===== src/logic/cantrx_pkg.sv =====
// Package: constants and carrier types for the CAN transceiver mode and wake control
package cantrx_pkg;
   // Clock
   localparam int CLK_MHZ = 50;
   // Times in microseconds as printed defaults (plain values, not from any part)
   localparam int ENABLE_DELAY_US = 50;
   localparam int WAKE_TIME_MIN_US = 1;
   localparam int WAKE_TIME_MAX_US = 1000;
   localparam int SILENCE_US = 1000;
   localparam int TRANSMIT_TIMEOUT_US = 2000;
   localparam int BUS_CLAMP_TIMEOUT_US = 4000;
   // Cycle counts; least times round up, longest round down
   localparam int ENABLE_DELAY_CYC = ENABLE_DELAY_US * CLK_MHZ;
   localparam int WAKE_MIN_CYC = WAKE_TIME_MIN_US * CLK_MHZ;
   localparam int WAKE_MAX_CYC = WAKE_TIME_MAX_US * CLK_MHZ;
   localparam int SILENCE_CYC = SILENCE_US * CLK_MHZ;
   localparam int TX_TO_CYC = TRANSMIT_TIMEOUT_US * CLK_MHZ;
   localparam int CLAMP_CYC = BUS_CLAMP_TIMEOUT_US * CLK_MHZ;
   localparam int CNT_W = 24;
   // Register map (word byte addresses)
   localparam logic [3:0] ADDR_CTRL = 4'h0;
   localparam logic [3:0] ADDR_STAT = 4'h4;
   localparam logic [3:0] ADDR_WAKE = 4'h8;
   // Transceiver mode codes; wake capable is fixed, others chosen
   localparam logic [1:0] MODE_OFF = 2'h0;
   localparam logic [1:0] MODE_WAKE = 2'h1;
   localparam logic [1:0] MODE_RXONLY = 2'h2;
   localparam logic [1:0] MODE_NORMAL = 2'h3;
   // Control field positions
   localparam int CTRL_MODE_LSB = 0;
   localparam int CTRL_WDWAKE_BIT = 2;
   localparam logic [1:0] MODE_RESET = 2'h0;
   // Chip operating modes
   typedef enum logic [2:0] {
      CHIP_NORMAL, CHIP_STOP, CHIP_SLEEP, CHIP_RESTART, CHIP_FAILSAFE
   } chip_mode_t;
   // Bus-side pin group
   typedef struct packed {
      logic drive_dom;
      logic term_gnd;
      logic term_mid;
   } bus_drv_t;
endpackage


===== src/logic/can_trx_ctrl.sv =====
// Design: CAN transceiver mode, wake detection and transmit supervision
// Function
// - Start off; off ignores bus wake
// - Normal mode selectable only in chip normal
// - Normal: low transmit input drives dominant
// - After enable delay send only fresh dominant
// - Receive output follows bus when receiving
// - Receive-only disables driver, receives
// - Receive-only selectable only in chip normal/stop
// - Wake capable selectable; forced in fail-safe
// - Wake drives receive output low until change
// - Pattern: dominant, recessive, dominant within window
// - Mode field still reads wake capable
// - Wake disarmed until mode toggled
// - Chip stop/sleep/fail-safe rearms detection
// - Stop/normal wake: interrupt and status
// - Stop wake re-enables watchdog if configured
// - Sleep wake: restart then normal, no interrupt
// - Ground termination after silence time
// - Long transmit dominant forces recessive
// - Time-out sets failure flag, mode kept
// - Transmitter resumes once dominant removed
// - Bus clamp sets failure flag
`timescale 1ns/1ps
module can_trx_ctrl (
   // Clock and reset
   input wire logic clk_i,
   input wire logic rst_i,
   // Avalon-MM slave
   input wire logic [3:0] avs_address_i,
   input wire logic avs_read_i,
   input wire logic avs_write_i,
   input wire logic [31:0] avs_writedata_i,
   output logic [31:0] avs_readdata_o,
   output logic avs_waitrequest_o,
   // Controller side
   input wire logic tx_data_in_i,
   output logic rx_data_out_o,
   output logic irq_n_out_o,
   // Bus side
   input wire logic bus_dominant_i,
   output cantrx_pkg::bus_drv_t bus_o,
   // Chip level
   input wire cantrx_pkg::chip_mode_t chip_mode_i,
   input wire logic watchdog_off_i,
   output logic watchdog_wake_en_o,
   output logic chip_wake_restart_o
);
   // ==========================================
   // Input synchronisers
   logic [1:0] tx_sync_ff;
   logic [1:0] bus_sync_ff;
   logic txd;
   logic busd;
   // Pins are asynchronous: two stages before use
   always_ff @(posedge clk_i or posedge rst_i) begin
      if (rst_i) begin
         tx_sync_ff <= 2'h3;
         bus_sync_ff <= 2'h0;
      end else begin
         tx_sync_ff <= {tx_sync_ff[0], tx_data_in_i};
         bus_sync_ff <= {bus_sync_ff[0], bus_dominant_i};
      end
   end
   assign txd = tx_sync_ff[1];
   assign busd = bus_sync_ff[1];

   // ==========================================
   // Registers
   logic [1:0] mode_ff;
   logic wdwake_ff;
   logic fail_ff;
   logic wake_stat_ff;
   logic armed_ff;
   logic woken_ff;
   logic wake_evt;
   logic wr_ctrl;
   logic [1:0] req_mode;
   logic mode_ok;
   cantrx_pkg::chip_mode_t chip_q_ff;
   logic tx_to_evt;
   logic clamp_evt;
   logic rd_wait_ff;
   logic rd_take;
   // Reads wait one cycle so the registered data stands at the accepting edge
   assign avs_waitrequest_o = avs_read_i && !rd_wait_ff;
   assign rd_take = avs_read_i && !rd_wait_ff;
   always_ff @(posedge clk_i or posedge rst_i) begin
      if (rst_i) begin
         rd_wait_ff <= 1'b0;
      end else begin
         rd_wait_ff <= rd_take;
      end
   end
   assign wr_ctrl = avs_write_i && (avs_address_i == cantrx_pkg::ADDR_CTRL);
   assign req_mode = avs_writedata_i[cantrx_pkg::CTRL_MODE_LSB +: 2];

   // Legality of a requested mode per chip mode
   always_comb begin
      unique case (req_mode)
         cantrx_pkg::MODE_OFF: mode_ok = 1'b1;
         cantrx_pkg::MODE_NORMAL: mode_ok = (chip_mode_i == cantrx_pkg::CHIP_NORMAL);
         cantrx_pkg::MODE_RXONLY: mode_ok = (chip_mode_i == cantrx_pkg::CHIP_NORMAL) ||
                                            (chip_mode_i == cantrx_pkg::CHIP_STOP);
         cantrx_pkg::MODE_WAKE: mode_ok = (chip_mode_i != cantrx_pkg::CHIP_FAILSAFE);
      endcase
   end

   // Mode register; fail-safe forces wake capable, wake never changes the code
   always_ff @(posedge clk_i or posedge rst_i) begin
      if (rst_i) begin
         mode_ff <= cantrx_pkg::MODE_RESET;
      end else if (chip_mode_i == cantrx_pkg::CHIP_FAILSAFE) begin
         mode_ff <= cantrx_pkg::MODE_WAKE;
      end else if (wr_ctrl && mode_ok) begin
         mode_ff <= req_mode;
      end
   end

   // Watchdog-on-wake configuration
   always_ff @(posedge clk_i or posedge rst_i) begin
      if (rst_i) begin
         wdwake_ff <= 1'b0;
      end else if (wr_ctrl) begin
         wdwake_ff <= avs_writedata_i[cantrx_pkg::CTRL_WDWAKE_BIT];
      end
   end

   // Chip mode history for change detection
   always_ff @(posedge clk_i or posedge rst_i) begin
      if (rst_i) begin
         chip_q_ff <= cantrx_pkg::CHIP_NORMAL;
      end else begin
         chip_q_ff <= chip_mode_i;
      end
   end

   // Arming: a mode write away from wake capable rearms the next entry
   always_ff @(posedge clk_i or posedge rst_i) begin
      if (rst_i) begin
         armed_ff <= 1'b1;
      end else if (wake_evt) begin
         armed_ff <= 1'b0;
      end else if (chip_mode_i != chip_q_ff &&
                   (chip_mode_i == cantrx_pkg::CHIP_STOP ||
                    chip_mode_i == cantrx_pkg::CHIP_SLEEP ||
                    chip_mode_i == cantrx_pkg::CHIP_FAILSAFE)) begin
         armed_ff <= 1'b1;
      end else if (mode_ff != cantrx_pkg::MODE_WAKE) begin
         armed_ff <= 1'b1;
      end
   end

   // Woken state holds rx low until another mode
   always_ff @(posedge clk_i or posedge rst_i) begin
      if (rst_i) begin
         woken_ff <= 1'b0;
      end else if (wake_evt) begin
         woken_ff <= 1'b1;
      end else if (mode_ff != cantrx_pkg::MODE_WAKE) begin
         woken_ff <= 1'b0;
      end
   end

   // ==========================================
   // Wake pattern recogniser
   typedef enum logic [1:0] {WP_IDLE, WP_DOM1, WP_REC, WP_DOM2} wp_state_t;
   wp_state_t wp_ff;
   logic [cantrx_pkg::CNT_W-1:0] wp_cnt_ff;
   logic wp_on;
   logic wp_prev_ff;
   logic in_win;
   // Off mode never listens; disarmed detector is idle
   assign wp_on = (mode_ff == cantrx_pkg::MODE_WAKE) && armed_ff;
   assign in_win = (wp_cnt_ff >= cantrx_pkg::CNT_W'(cantrx_pkg::WAKE_MIN_CYC)) &&
                   (wp_cnt_ff < cantrx_pkg::CNT_W'(cantrx_pkg::WAKE_MAX_CYC));
   always_ff @(posedge clk_i or posedge rst_i) begin
      if (rst_i) begin
         wp_prev_ff <= 1'b0;
      end else begin
         wp_prev_ff <= busd;
      end
   end
   // Phase counter restarts on each bus edge
   always_ff @(posedge clk_i or posedge rst_i) begin
      if (rst_i) begin
         wp_cnt_ff <= '0;
      end else if (busd != wp_prev_ff) begin
         wp_cnt_ff <= '0;
      end else if (wp_cnt_ff != '1) begin
         wp_cnt_ff <= wp_cnt_ff + 1'b1;
      end
   end
   // The first dominant and the recessive phase must end inside the window
   always_ff @(posedge clk_i or posedge rst_i) begin
      if (rst_i) begin
         wp_ff <= WP_IDLE;
      end else if (!wp_on) begin
         wp_ff <= WP_IDLE;
      end else begin
         unique case (wp_ff)
            WP_IDLE: if (busd && !wp_prev_ff) wp_ff <= WP_DOM1;
            WP_DOM1: if (!busd) wp_ff <= in_win ? WP_REC : WP_IDLE;
            WP_REC: if (busd) wp_ff <= in_win ? WP_DOM2 : WP_DOM1; // Bad gap: fresh start
            WP_DOM2: if (!busd || !in_win && wp_cnt_ff >=
                          cantrx_pkg::CNT_W'(cantrx_pkg::WAKE_MAX_CYC)) wp_ff <= WP_IDLE;
         endcase
      end
   end
   // Wake fires when the second dominant reaches the minimum
   assign wake_evt = wp_on && (wp_ff == WP_DOM2) && busd &&
                     (wp_cnt_ff == cantrx_pkg::CNT_W'(cantrx_pkg::WAKE_MIN_CYC));

   // ==========================================
   // Wake reporting per chip mode
   logic irq_ff;
   always_ff @(posedge clk_i or posedge rst_i) begin
      if (rst_i) begin
         wake_stat_ff <= 1'b0;
         irq_ff <= 1'b0;
         watchdog_wake_en_o <= 1'b0;
         chip_wake_restart_o <= 1'b0;
      end else begin
         // Set wins over a clear-on-read in the same cycle
         if (wake_evt) begin
            wake_stat_ff <= 1'b1;
         end else if (rd_take && avs_address_i == cantrx_pkg::ADDR_WAKE) begin
            wake_stat_ff <= 1'b0;
            irq_ff <= 1'b0;
         end
         if (wake_evt && (chip_mode_i == cantrx_pkg::CHIP_STOP ||
                          chip_mode_i == cantrx_pkg::CHIP_NORMAL)) begin
            irq_ff <= 1'b1;
         end
         watchdog_wake_en_o <= wake_evt && chip_mode_i == cantrx_pkg::CHIP_STOP &&
                               watchdog_off_i && wdwake_ff;
         chip_wake_restart_o <= wake_evt && (chip_mode_i == cantrx_pkg::CHIP_SLEEP ||
                                chip_mode_i == cantrx_pkg::CHIP_FAILSAFE);
      end
   end
   assign irq_n_out_o = !irq_ff;

   // ==========================================
   // Enable delay and fresh-dominant gate
   logic [cantrx_pkg::CNT_W-1:0] en_cnt_ff;
   logic en_done;
   logic tx_ready_ff;
   assign en_done = (en_cnt_ff == cantrx_pkg::CNT_W'(cantrx_pkg::ENABLE_DELAY_CYC));
   always_ff @(posedge clk_i or posedge rst_i) begin
      if (rst_i) begin
         en_cnt_ff <= '0;
      end else if (mode_ff != cantrx_pkg::MODE_NORMAL) begin
         en_cnt_ff <= '0;
      end else if (!en_done) begin
         en_cnt_ff <= en_cnt_ff + 1'b1;
      end
   end
   // A recessive seen after the delay opens the driver; hides a stale low
   always_ff @(posedge clk_i or posedge rst_i) begin
      if (rst_i) begin
         tx_ready_ff <= 1'b0;
      end else if (!en_done) begin
         tx_ready_ff <= 1'b0;
      end else if (txd) begin
         tx_ready_ff <= 1'b1;
      end
   end

   // ==========================================
   // Transmit time-out and bus clamp
   logic [cantrx_pkg::CNT_W-1:0] to_cnt_ff;
   logic [cantrx_pkg::CNT_W-1:0] cl_cnt_ff;
   logic to_ff;
   logic tx_dom;
   assign tx_dom = !txd && tx_ready_ff;
   always_ff @(posedge clk_i or posedge rst_i) begin
      if (rst_i) begin
         to_cnt_ff <= '0;
         to_ff <= 1'b0;
      end else if (!tx_dom) begin
         to_cnt_ff <= '0;
         to_ff <= 1'b0;
      end else if (to_cnt_ff != cantrx_pkg::CNT_W'(cantrx_pkg::TX_TO_CYC)) begin
         to_cnt_ff <= to_cnt_ff + 1'b1;
      end else begin
         to_ff <= 1'b1;
      end
   end
   assign tx_to_evt = tx_dom && !to_ff &&
                      to_cnt_ff == cantrx_pkg::CNT_W'(cantrx_pkg::TX_TO_CYC);
   // Clamp watch only while receiving actively
   always_ff @(posedge clk_i or posedge rst_i) begin
      if (rst_i) begin
         cl_cnt_ff <= '0;
      end else if (!busd || !mode_ff[1]) begin
         cl_cnt_ff <= '0;
      end else if (cl_cnt_ff != cantrx_pkg::CNT_W'(cantrx_pkg::CLAMP_CYC)) begin
         cl_cnt_ff <= cl_cnt_ff + 1'b1;
      end
   end
   assign clamp_evt = busd && mode_ff[1] &&
                      cl_cnt_ff == cantrx_pkg::CNT_W'(cantrx_pkg::CLAMP_CYC - 1);
   // Failure flag; set wins over clear-on-read
   always_ff @(posedge clk_i or posedge rst_i) begin
      if (rst_i) begin
         fail_ff <= 1'b0;
      end else if (tx_to_evt || clamp_evt) begin
         fail_ff <= 1'b1;
      end else if (rd_take && avs_address_i == cantrx_pkg::ADDR_STAT) begin
         fail_ff <= 1'b0;
      end
   end

   // ==========================================
   // Silence timer and bus outputs
   logic [cantrx_pkg::CNT_W-1:0] sil_cnt_ff;
   logic sil_done;
   assign sil_done = (sil_cnt_ff == cantrx_pkg::CNT_W'(cantrx_pkg::SILENCE_CYC));
   always_ff @(posedge clk_i or posedge rst_i) begin
      if (rst_i) begin
         sil_cnt_ff <= '0;
      end else if (mode_ff != cantrx_pkg::MODE_WAKE || busd) begin
         sil_cnt_ff <= '0;
      end else if (!sil_done) begin
         sil_cnt_ff <= sil_cnt_ff + 1'b1;
      end
   end
   // Registered pin drive
   always_ff @(posedge clk_i or posedge rst_i) begin
      if (rst_i) begin
         bus_o <= '0;
         rx_data_out_o <= 1'b1;
      end else begin
         bus_o.drive_dom <= (mode_ff == cantrx_pkg::MODE_NORMAL) && tx_dom && !to_ff;
         bus_o.term_gnd <= (mode_ff == cantrx_pkg::MODE_WAKE) && sil_done && !woken_ff;
         bus_o.term_mid <= mode_ff[1] || woken_ff;
         if (woken_ff || wake_evt) begin
            rx_data_out_o <= 1'b0;
         end else if (mode_ff[1]) begin
            rx_data_out_o <= !busd;
         end else begin
            rx_data_out_o <= 1'b1;
         end
      end
   end

   // ==========================================
   // Register read mux
   always_ff @(posedge clk_i or posedge rst_i) begin
      if (rst_i) begin
         avs_readdata_o <= '0;
      end else begin
         unique case (avs_address_i)
            cantrx_pkg::ADDR_CTRL: avs_readdata_o <= {29'h0, wdwake_ff, mode_ff};
            cantrx_pkg::ADDR_STAT: avs_readdata_o <= {30'h0, to_ff, fail_ff};
            cantrx_pkg::ADDR_WAKE: avs_readdata_o <= {31'h0, wake_stat_ff};
            default: avs_readdata_o <= 32'h0;
         endcase
      end
   end

   // ==========================================
   // Assertions
   property p_off_no_wake;
      @(posedge clk_i) disable iff (rst_i) (mode_ff == cantrx_pkg::MODE_OFF) |-> !wake_evt;
   endproperty
   a_off_no_wake: assert property (p_off_no_wake) else $error("wake in off");
   property p_rxonly_nodrive;
      @(posedge clk_i) disable iff (rst_i)
         (mode_ff == cantrx_pkg::MODE_RXONLY) ##1 (mode_ff == cantrx_pkg::MODE_RXONLY)
         |-> !bus_o.drive_dom;
   endproperty
   a_rxonly_nodrive: assert property (p_rxonly_nodrive) else $error("driver on in rx only");
   property p_wake_rx_low;
      @(posedge clk_i) disable iff (rst_i) wake_evt |=> !rx_data_out_o [*3];
   endproperty
   a_wake_rx_low: assert property (p_wake_rx_low) else $error("rx not low after wake");
   property p_disarm;
      @(posedge clk_i) disable iff (rst_i)
         wake_evt && chip_mode_i == $past(chip_mode_i) |=> !armed_ff;
   endproperty
   a_disarm: assert property (p_disarm) else $error("not disarmed");
   property p_irq;
      @(posedge clk_i) disable iff (rst_i)
         wake_evt && chip_mode_i == cantrx_pkg::CHIP_STOP |=> !irq_n_out_o && wake_stat_ff;
   endproperty
   a_irq: assert property (p_irq) else $error("no irq on stop wake");
   property p_sleep_noirq;
      @(posedge clk_i) disable iff (rst_i)
         wake_evt && chip_mode_i == cantrx_pkg::CHIP_SLEEP && irq_n_out_o
         |=> irq_n_out_o && chip_wake_restart_o;
   endproperty
   a_sleep_noirq: assert property (p_sleep_noirq) else $error("sleep wake wrong");
   property p_timeout;
      @(posedge clk_i) disable iff (rst_i) tx_to_evt |=> to_ff && fail_ff ##1 !bus_o.drive_dom;
   endproperty
   a_timeout: assert property (p_timeout) else $error("time-out not handled");
   property p_mode_kept;
      @(posedge clk_i) disable iff (rst_i) tx_to_evt && !wr_ctrl |=> $stable(mode_ff);
   endproperty
   a_mode_kept: assert property (p_mode_kept) else $error("mode changed on time-out");
   property p_normal_chip;
      @(posedge clk_i) disable iff (rst_i)
         $rose(mode_ff == cantrx_pkg::MODE_NORMAL)
         |-> $past(chip_mode_i) == cantrx_pkg::CHIP_NORMAL;
   endproperty
   a_normal_chip: assert property (p_normal_chip) else $error("normal outside chip normal");
   property p_tx_resume;
      @(posedge clk_i) disable iff (rst_i) !tx_dom |=> !to_ff;
   endproperty
   a_tx_resume: assert property (p_tx_resume) else $error("transmitter not resumed");
   property p_clamp;
      @(posedge clk_i) disable iff (rst_i) clamp_evt |=> fail_ff;
   endproperty
   a_clamp: assert property (p_clamp) else $error("bus clamp not flagged");
   c_wake: cover property (@(posedge clk_i) disable iff (rst_i) wake_evt);
   c_timeout: cover property (@(posedge clk_i) disable iff (rst_i) tx_to_evt);
   c_drive: cover property (@(posedge clk_i) disable iff (rst_i) bus_o.drive_dom);
endmodule // can_trx_ctrl


===== config.mk =====
export PLATFORM = sky130hd
export DESIGN_NAME = can_trx_ctrl
export DESIGN_NICKNAME = d
export VERILOG_FILES = /design/src/logic/cantrx_pkg.sv /design/src/logic/can_trx_ctrl.sv
export SDC_FILE = /design/constraint.sdc
export NUM_CORES = 1
export LEC_CHECK = 0
export BUFFER_PORTS_ARGS = -buffer_cell sky130_fd_sc_hd__buf_2
export CAP_MARGIN = 0
export CORE_MARGIN = 2
export CORE_UTILIZATION = 30
export CTS_CLUSTER_DIAMETER = 60
export DETAILED_ROUTE_END_ITERATION = 16
export HOLD_SLACK_MARGIN = 0.12
export SLEW_MARGIN = 20
export SYNTH_ARGS = -nofsm -noshare
export SYNTH_HDL_FRONTEND = slang
export SYNTH_SLANG_ARGS = --single-unit

===== constraint.sdc =====
create_clock -name clk_i -period 5.2 [get_ports clk_i]
set_input_delay 0.26 -clock clk_i [delete_from_list [all_inputs] [get_ports clk_i]]
set_output_delay 0.26 -clock clk_i [all_outputs]
set_load 0.01 [all_outputs]

== Word level (Yosys, flattened, before mapping) ==
Index checks and enable logic that the tools add are counted.
Widths: inputs -> output; s select.

* Bits in registers: 179
* Input bits: 46

* $add $sub $neg: 5
* $lt $le $gt $ge: 3
* Equality and inequality tests: 36
* Reduce and logical (&&, ||, !) cells: 60
* Muxes and demuxes: 39

{| class="wikitable"
|+ Operators with widths
! kind !! count
|-
| $mux 24 || 10
|-
| $add 24x1->24 const B || 5
|-
| $logic_and 1x1->1 || 27
|-
| $eq 24x12->1 const B || 1
|-
| $eq 24x16->1 const B || 1
|-
| $eq 24x17->1 const B || 1
|-
| $eq 24x18->1 const B || 1
|-
| $eq 24x6->1 const B || 1
|-
| $ge 24x16->1 const B || 1
|-
| $ge 24x6->1 const B || 1
|-
| $lt 24x16->1 const B || 1
|-
| $ne 24x17->1 const B || 1
|-
| $ne 24x18->1 const B || 1
|-
| $ne 24x24->1 const B || 1
|-
| $mux 2 || 9
|-
| $mux 1 || 17
|-
| $ne 3x3->1 const B || 5
|-
| $reduce_bool 2->1 || 7
|-
| $eq 2x2->1 const B || 5
|-
| $logic_or 1x1->1 || 10
|-
| $ne 2x1->1 const B || 5
|-
| $logic_not 1->1 || 9
|-
| $pmux 3 s3 || 1
|-
| $pmux 2 s4 || 1
|-
| other kinds (16) || 21
|}

== Depth between registers and ports, before layout ==
* Word-level depth: 8
* Gate-level depth with buffers: 7
* Gate-level depth less buffers: 7

== Worst setup path after synthesis ==
Ideal clock, no wire load.

* Kind: reg2reg
* Start point: register wp_cnt_ff[11] (netlist name)
* End point: register irq_ff
* Stages on the path, launching flop included: 6
* Required time: 5.136 ns
* Clock period less this slack: 2.167 ns
* Setup slack: 3.033 ns
* Data arrival time: 2.103 ns
* Cell sequence: dfrtp_1 -> or4_4 -> or3_4 -> or4b_4 -> nor3_1 -> o22a_2

* Cells in the longest elaborated chain, start to end: 5
* Elaborated cells between the ends (all ways): 7
* Classes of those cells: eq/ne: 2; mux: 1; reduce/logical: 4

{| class="wikitable"
|+ RTL lines
! what !! RTL line !! RTL
|-
| start, declared || can_trx_ctrl.sv:169 || <nowiki>logic [cantrx_pkg::CNT_W-1:0] wp_cnt_ff;</nowiki>
|-
| start signal, assigned || can_trx_ctrl.sv:191 || <nowiki>wp_cnt_ff <= wp_cnt_ff + 1'b1;</nowiki>
|-
| $eq 24x6->1 (*) || can_trx_ctrl.sv:212 || <nowiki>(wp_cnt_ff == cantrx_pkg::CNT_W'(cantrx_pkg::WAKE_MIN_CYC));</nowiki>
|-
| $logic_and 1x1->1 (*) || can_trx_ctrl.sv:211 || <nowiki>assign wake_evt = wp_on && (wp_ff == WP_DOM2) && busd &&</nowiki>
|-
| $logic_and 1x1->1 || can_trx_ctrl.sv:231 || <nowiki>if (wake_evt && (chip_mode_i == cantrx_pkg::CHIP_STOP ||</nowiki>
|-
| $ne 2x1->1 (no source line) or $reduce_bool 2->1 (tied branches) || -- ||
|-
| $reduce_and 2->1 (no source line) || -- ||
|-
| end signal, assigned || can_trx_ctrl.sv:220 || <nowiki>irq_ff <= 1'b0;</nowiki>
|-
| end signal, assigned || can_trx_ctrl.sv:229 || <nowiki>irq_ff <= 1'b0;</nowiki>
|-
| end signal, assigned || can_trx_ctrl.sv:233 || <nowiki>irq_ff <= 1'b1;</nowiki>
|-
| end, declared || can_trx_ctrl.sv:216 || <nowiki>logic irq_ff;</nowiki>
|}

Mark *: on every way between the ends. The rest lies on a longest branch, timed or not.
A chain may end at the register's enable or synchronous reset.

== Worst setup path in the final report ==
* Start point: register bus_sync_ff[1]
* End point: register wp_cnt_ff[21] (netlist name)

* Cells in the longest elaborated chain, start to end: 2
* Elaborated cells between the ends (all ways): 3
* Classes of those cells: eq/ne: 1; mux: 1; reduce/logical: 1

{| class="wikitable"
|+ RTL lines
! what !! RTL line !! RTL
|-
| start, declared || can_trx_ctrl.sv:52 || <nowiki>logic [1:0] bus_sync_ff;</nowiki>
|-
| start signal, assigned || can_trx_ctrl.sv:62 || <nowiki>bus_sync_ff <= {bus_sync_ff[0], bus_dominant_i};</nowiki>
|-
| $ne 1x1->1 (*) || can_trx_ctrl.sv:188 || <nowiki>end else if (busd != wp_prev_ff) begin</nowiki>
|-
| $mux 24 or $reduce_bool 2->1 (tied branches) || -- ||
|}

Marks and branches as above.

==> impl_metrics.toml <==
[run_status]
status = "finished, final reports clean"

[setup_path]
slowest_delay_ps = 660
timing.rr.end = "wp_cnt_ff[21]"
cp_slowest_cell = "or4_1"
worst-r2r-cell-count = 4
endpoint_kind = "flip-flop"
required_ps = 5560
crit_type = "reg2reg"
crit_path_start_kind = "flip-flop"
cp-startpoint = "bus_sync_ff[1]"
arrival_ps = 2720
path_cells = "ha_1, clkinv_1, or4_1, nand2_1"
cp_max_fo = 19
rr_startpoint = "bus_sync_ff[1]"
rrSetupSlack_ps = 2840

[power_and_ir_drop]
power_w = 0.00254
max-vdd-ir-drop_mv = 0.259
power_density_nw_per_um2 = 291
power_leakage_nw = 3.55

[global_route]
overflow = 0
grt_max_degree = 101
grt_pass1_wl_mm = 26.7
antenna_found_initial = 0
grt_pass1_vias = 5478
track_usage_pct = 12.3

[route]
first_pass_iters = 7
dr_wl_met2_mm = 7.24
top_layer = "met4"
met3_length_um = 446
ant_nets = 0
wl_per_cell_um = 13.2
via_count = 5716
drt_iter0_drc = 427
viasPerCell = 4.82
m1WireLength_mm = 7.81
drcViolationCount = 0
wl_mm = 15.7

[timing]
relSlewSlack_pct = 29.3
tightest_slew_ps = 1060
rsz0062_at_grt = "no"
hold_viol_final = 0
drv_slew = 0
fin_tns_setup_ps = 0
setup_violations = 0
clock_skew_ps = 7.98
max_freq_ghz = 0.425
fin_crit_sh_pct = 45.3
final.min_clock_period_ps = 2360

[logic_synthesis]
synth_warnings = 0
ys_types = 57
synth_edf_count = 0
async_flop_share_pct = 100
synth-main-ff-cell = "dfrtp_1"
syn_inst = 809
syn_area_per_cell_um2 = 9.54
synth.largest_area_cell = "dfrtp_1"
yosys-top-cells-area = "dfrtp_1, nor2_1, xnor2_1"
netlist_area_um2 = 7720
yosysSeqAreaShare_pct = 48.7
synth_top_area_share_pct = 47.3
yosys_register_bits = 150

[clock_tree]
cts_sinks = 150
cts.clk_slew.worst_paths_ps = 60
cts_tree = "done"
clockRootBuffer = "clkbuf_16"
worstSkewPairLatency_ps = 420
max-clock-path-buffers = 2
htreeDepth = 4
cts_made_buffers = 17

[placement]
place_congestion = 0.740
placedCellCount = 1142
io_buffers = 27
dpl.hpwl_mm = 10.4

[finish]
n_fill_cell = 2560
diodes = 0
syn_to_final_growth_pct = 13.3
final_common_cell = "dfrtp_1"
seqCellArea_um2 = 3760
drive_gt1_share_pct = 8.77
final_cells = 1185
multiInputGateArea_um2 = 3640
fin_nets = 899
mostFrequentLayoutCells = "dfrtp_1, nor2_1, nand3_1"

[die]
ioPinCount = 86
die-area_um2 = 27000
core_area_um2 = 25300
initial_utilization_pct = 30.6
die_x_um = 164
dieHeight_um = 164
std_cell_rows = 58

[worst_hold_path]
worst_hold_path.endpoint = "mode_ff[1]"
hp-start = "avs_writedata_i[1]"
min_path_type = "in2reg"
hold_depth = 3

[job]
max_cap_viol_count = 0
[state kept, by name, indices dropped and copies added, names as in the netlist, 2 cells and up]
register and cells:
to_cnt_ff 24, wp_cnt_ff 24, cl_cnt_ff 24, bus_o 3, en_cnt_ff 24, sil_cnt_ff 24
wp_ff 2, bus_sync_ff 2, chip_q_ff 3, avs_readdata_o 3, tx_sync_ff 2, mode_ff 2
[cell usage after synthesis, types with 2 or more instances]
library cell and n:
nor2b_1 3, o311ai_0 2, xor2_1 48, dfstp_2 4, nand4_1 30, o21a_1 3
xnor2_1 51, nor4b_1 6, and3_1 17, nor4_1 24, ha_1 11, a211oi_1 5
or2_2 2, o21ai_0 21, nand3_1 53, clkbuf_1 23, dfrtp_1 146, buf_4 29
inv_1 26, nor3b_1 6, or3_1 10, or4_1 3, mux2i_1 9, a31oi_1 2
and3b_1 2, and2_1 5, nand2_1 49, and4_1 16, nand4b_1 2, a21oi_1 21
nand2b_1 5, nor3_1 25, nor2_1 126
[how the worst max path moves through the flow]
| stage | endpoint | slack [ps] | depth (start not counted) |
|---|---|---|---|
| CTS | wp_cnt_ff[21] | 2810 | 4 |
| finish | wp_cnt_ff[21] | 2840 | 4 |
| global route | wp_cnt_ff[21] | 2680 | 4 |
| global placement | wp_cnt_ff[21] | 2810 | 4 |
| detailed placement | wp_cnt_ff[21] | 2810 | 4 |
| floorplan | avs_readdata_o[0] | 910 | 1 |
[layer usage]
layer,vias up,global-route usage (%)
met5,-,0
met4,0,3.75
met3,15,2.44
met2,78,19.8
met1,2789,16.6
li1,2834,-
[kinds of logic (layout without fill, tap and decap cells)]
| group | Yosys count | after routing | synth area share (%) |
|---|---|---|---|
| buffers and inverters | 81 | 99 | 5.45 |
| flip-flops | 150 | 150 | 48.7 |
| AND/OR/NAND/NOR | 394 | 394 | 26.5 |
| AO/OA/AOI/OAI | 63 | 63 | 4.96 |
| other | 1 | 29 | 0.0486 |
| XOR/XNOR | 99 | 99 | 11.2 |
| multiplexers | 10 | 10 | 1.31 |
| adder cells (fa/ha/maj) | 11 | 11 | 1.78 |
[worst max-delay path, delay by kind of cell (launching register included)]
family | cells | cell delay [ps]
simple gates | 2 | 740
buf+inv | 1 | 540
fa+ha+maj | 1 | 520
flops | 1 | 510
[through the flow]
step / hold slack, ps / cell area [µm²] / utilization (%) / setup WS (ps)
2_1_floorplan: 264 / 7820 / - / 910
3_3_place_gp: 335 / 8070 / 32.0 / 2810
3_5_place_dp: 354 / 8070 / 32.0 / 2810
4_1_cts: 120 / 8750 / 34.6 / 2810
5_1_grt: 145 / 8750 / 34.6 / 2680
6_report: 139 / 8750 / 34.6 / 2840
[cell type report]
cell class | instances | area share, %
Clock inverter | 12 | 1.47
Multi-Input combinational cell | 606 | 41.7
Inverter | 27 | 1.22
Clock buffer | 20 | 4.99
Sequential cell | 150 | 43.0
Tap cell | 330 | 4.72
Timing Repair Buffer | 40 | 2.98
[what timing repair did]
item	4_1_cts	5_1_grt
hold buffers	11	0
gates resized for setup	0	0
hold endpoints to repair	106	0
setup buffers	0	0
setup endpoints to repair	0	0
[power by group]
group	internal (W)	leakage, nW	switching (W)
logic	0.0000429	1.23	0.0000883
clock network	0.000705	0.270	0.000489
registers	0.00119	2.05	0.0000264
Power figures use the tool's default switching activity.
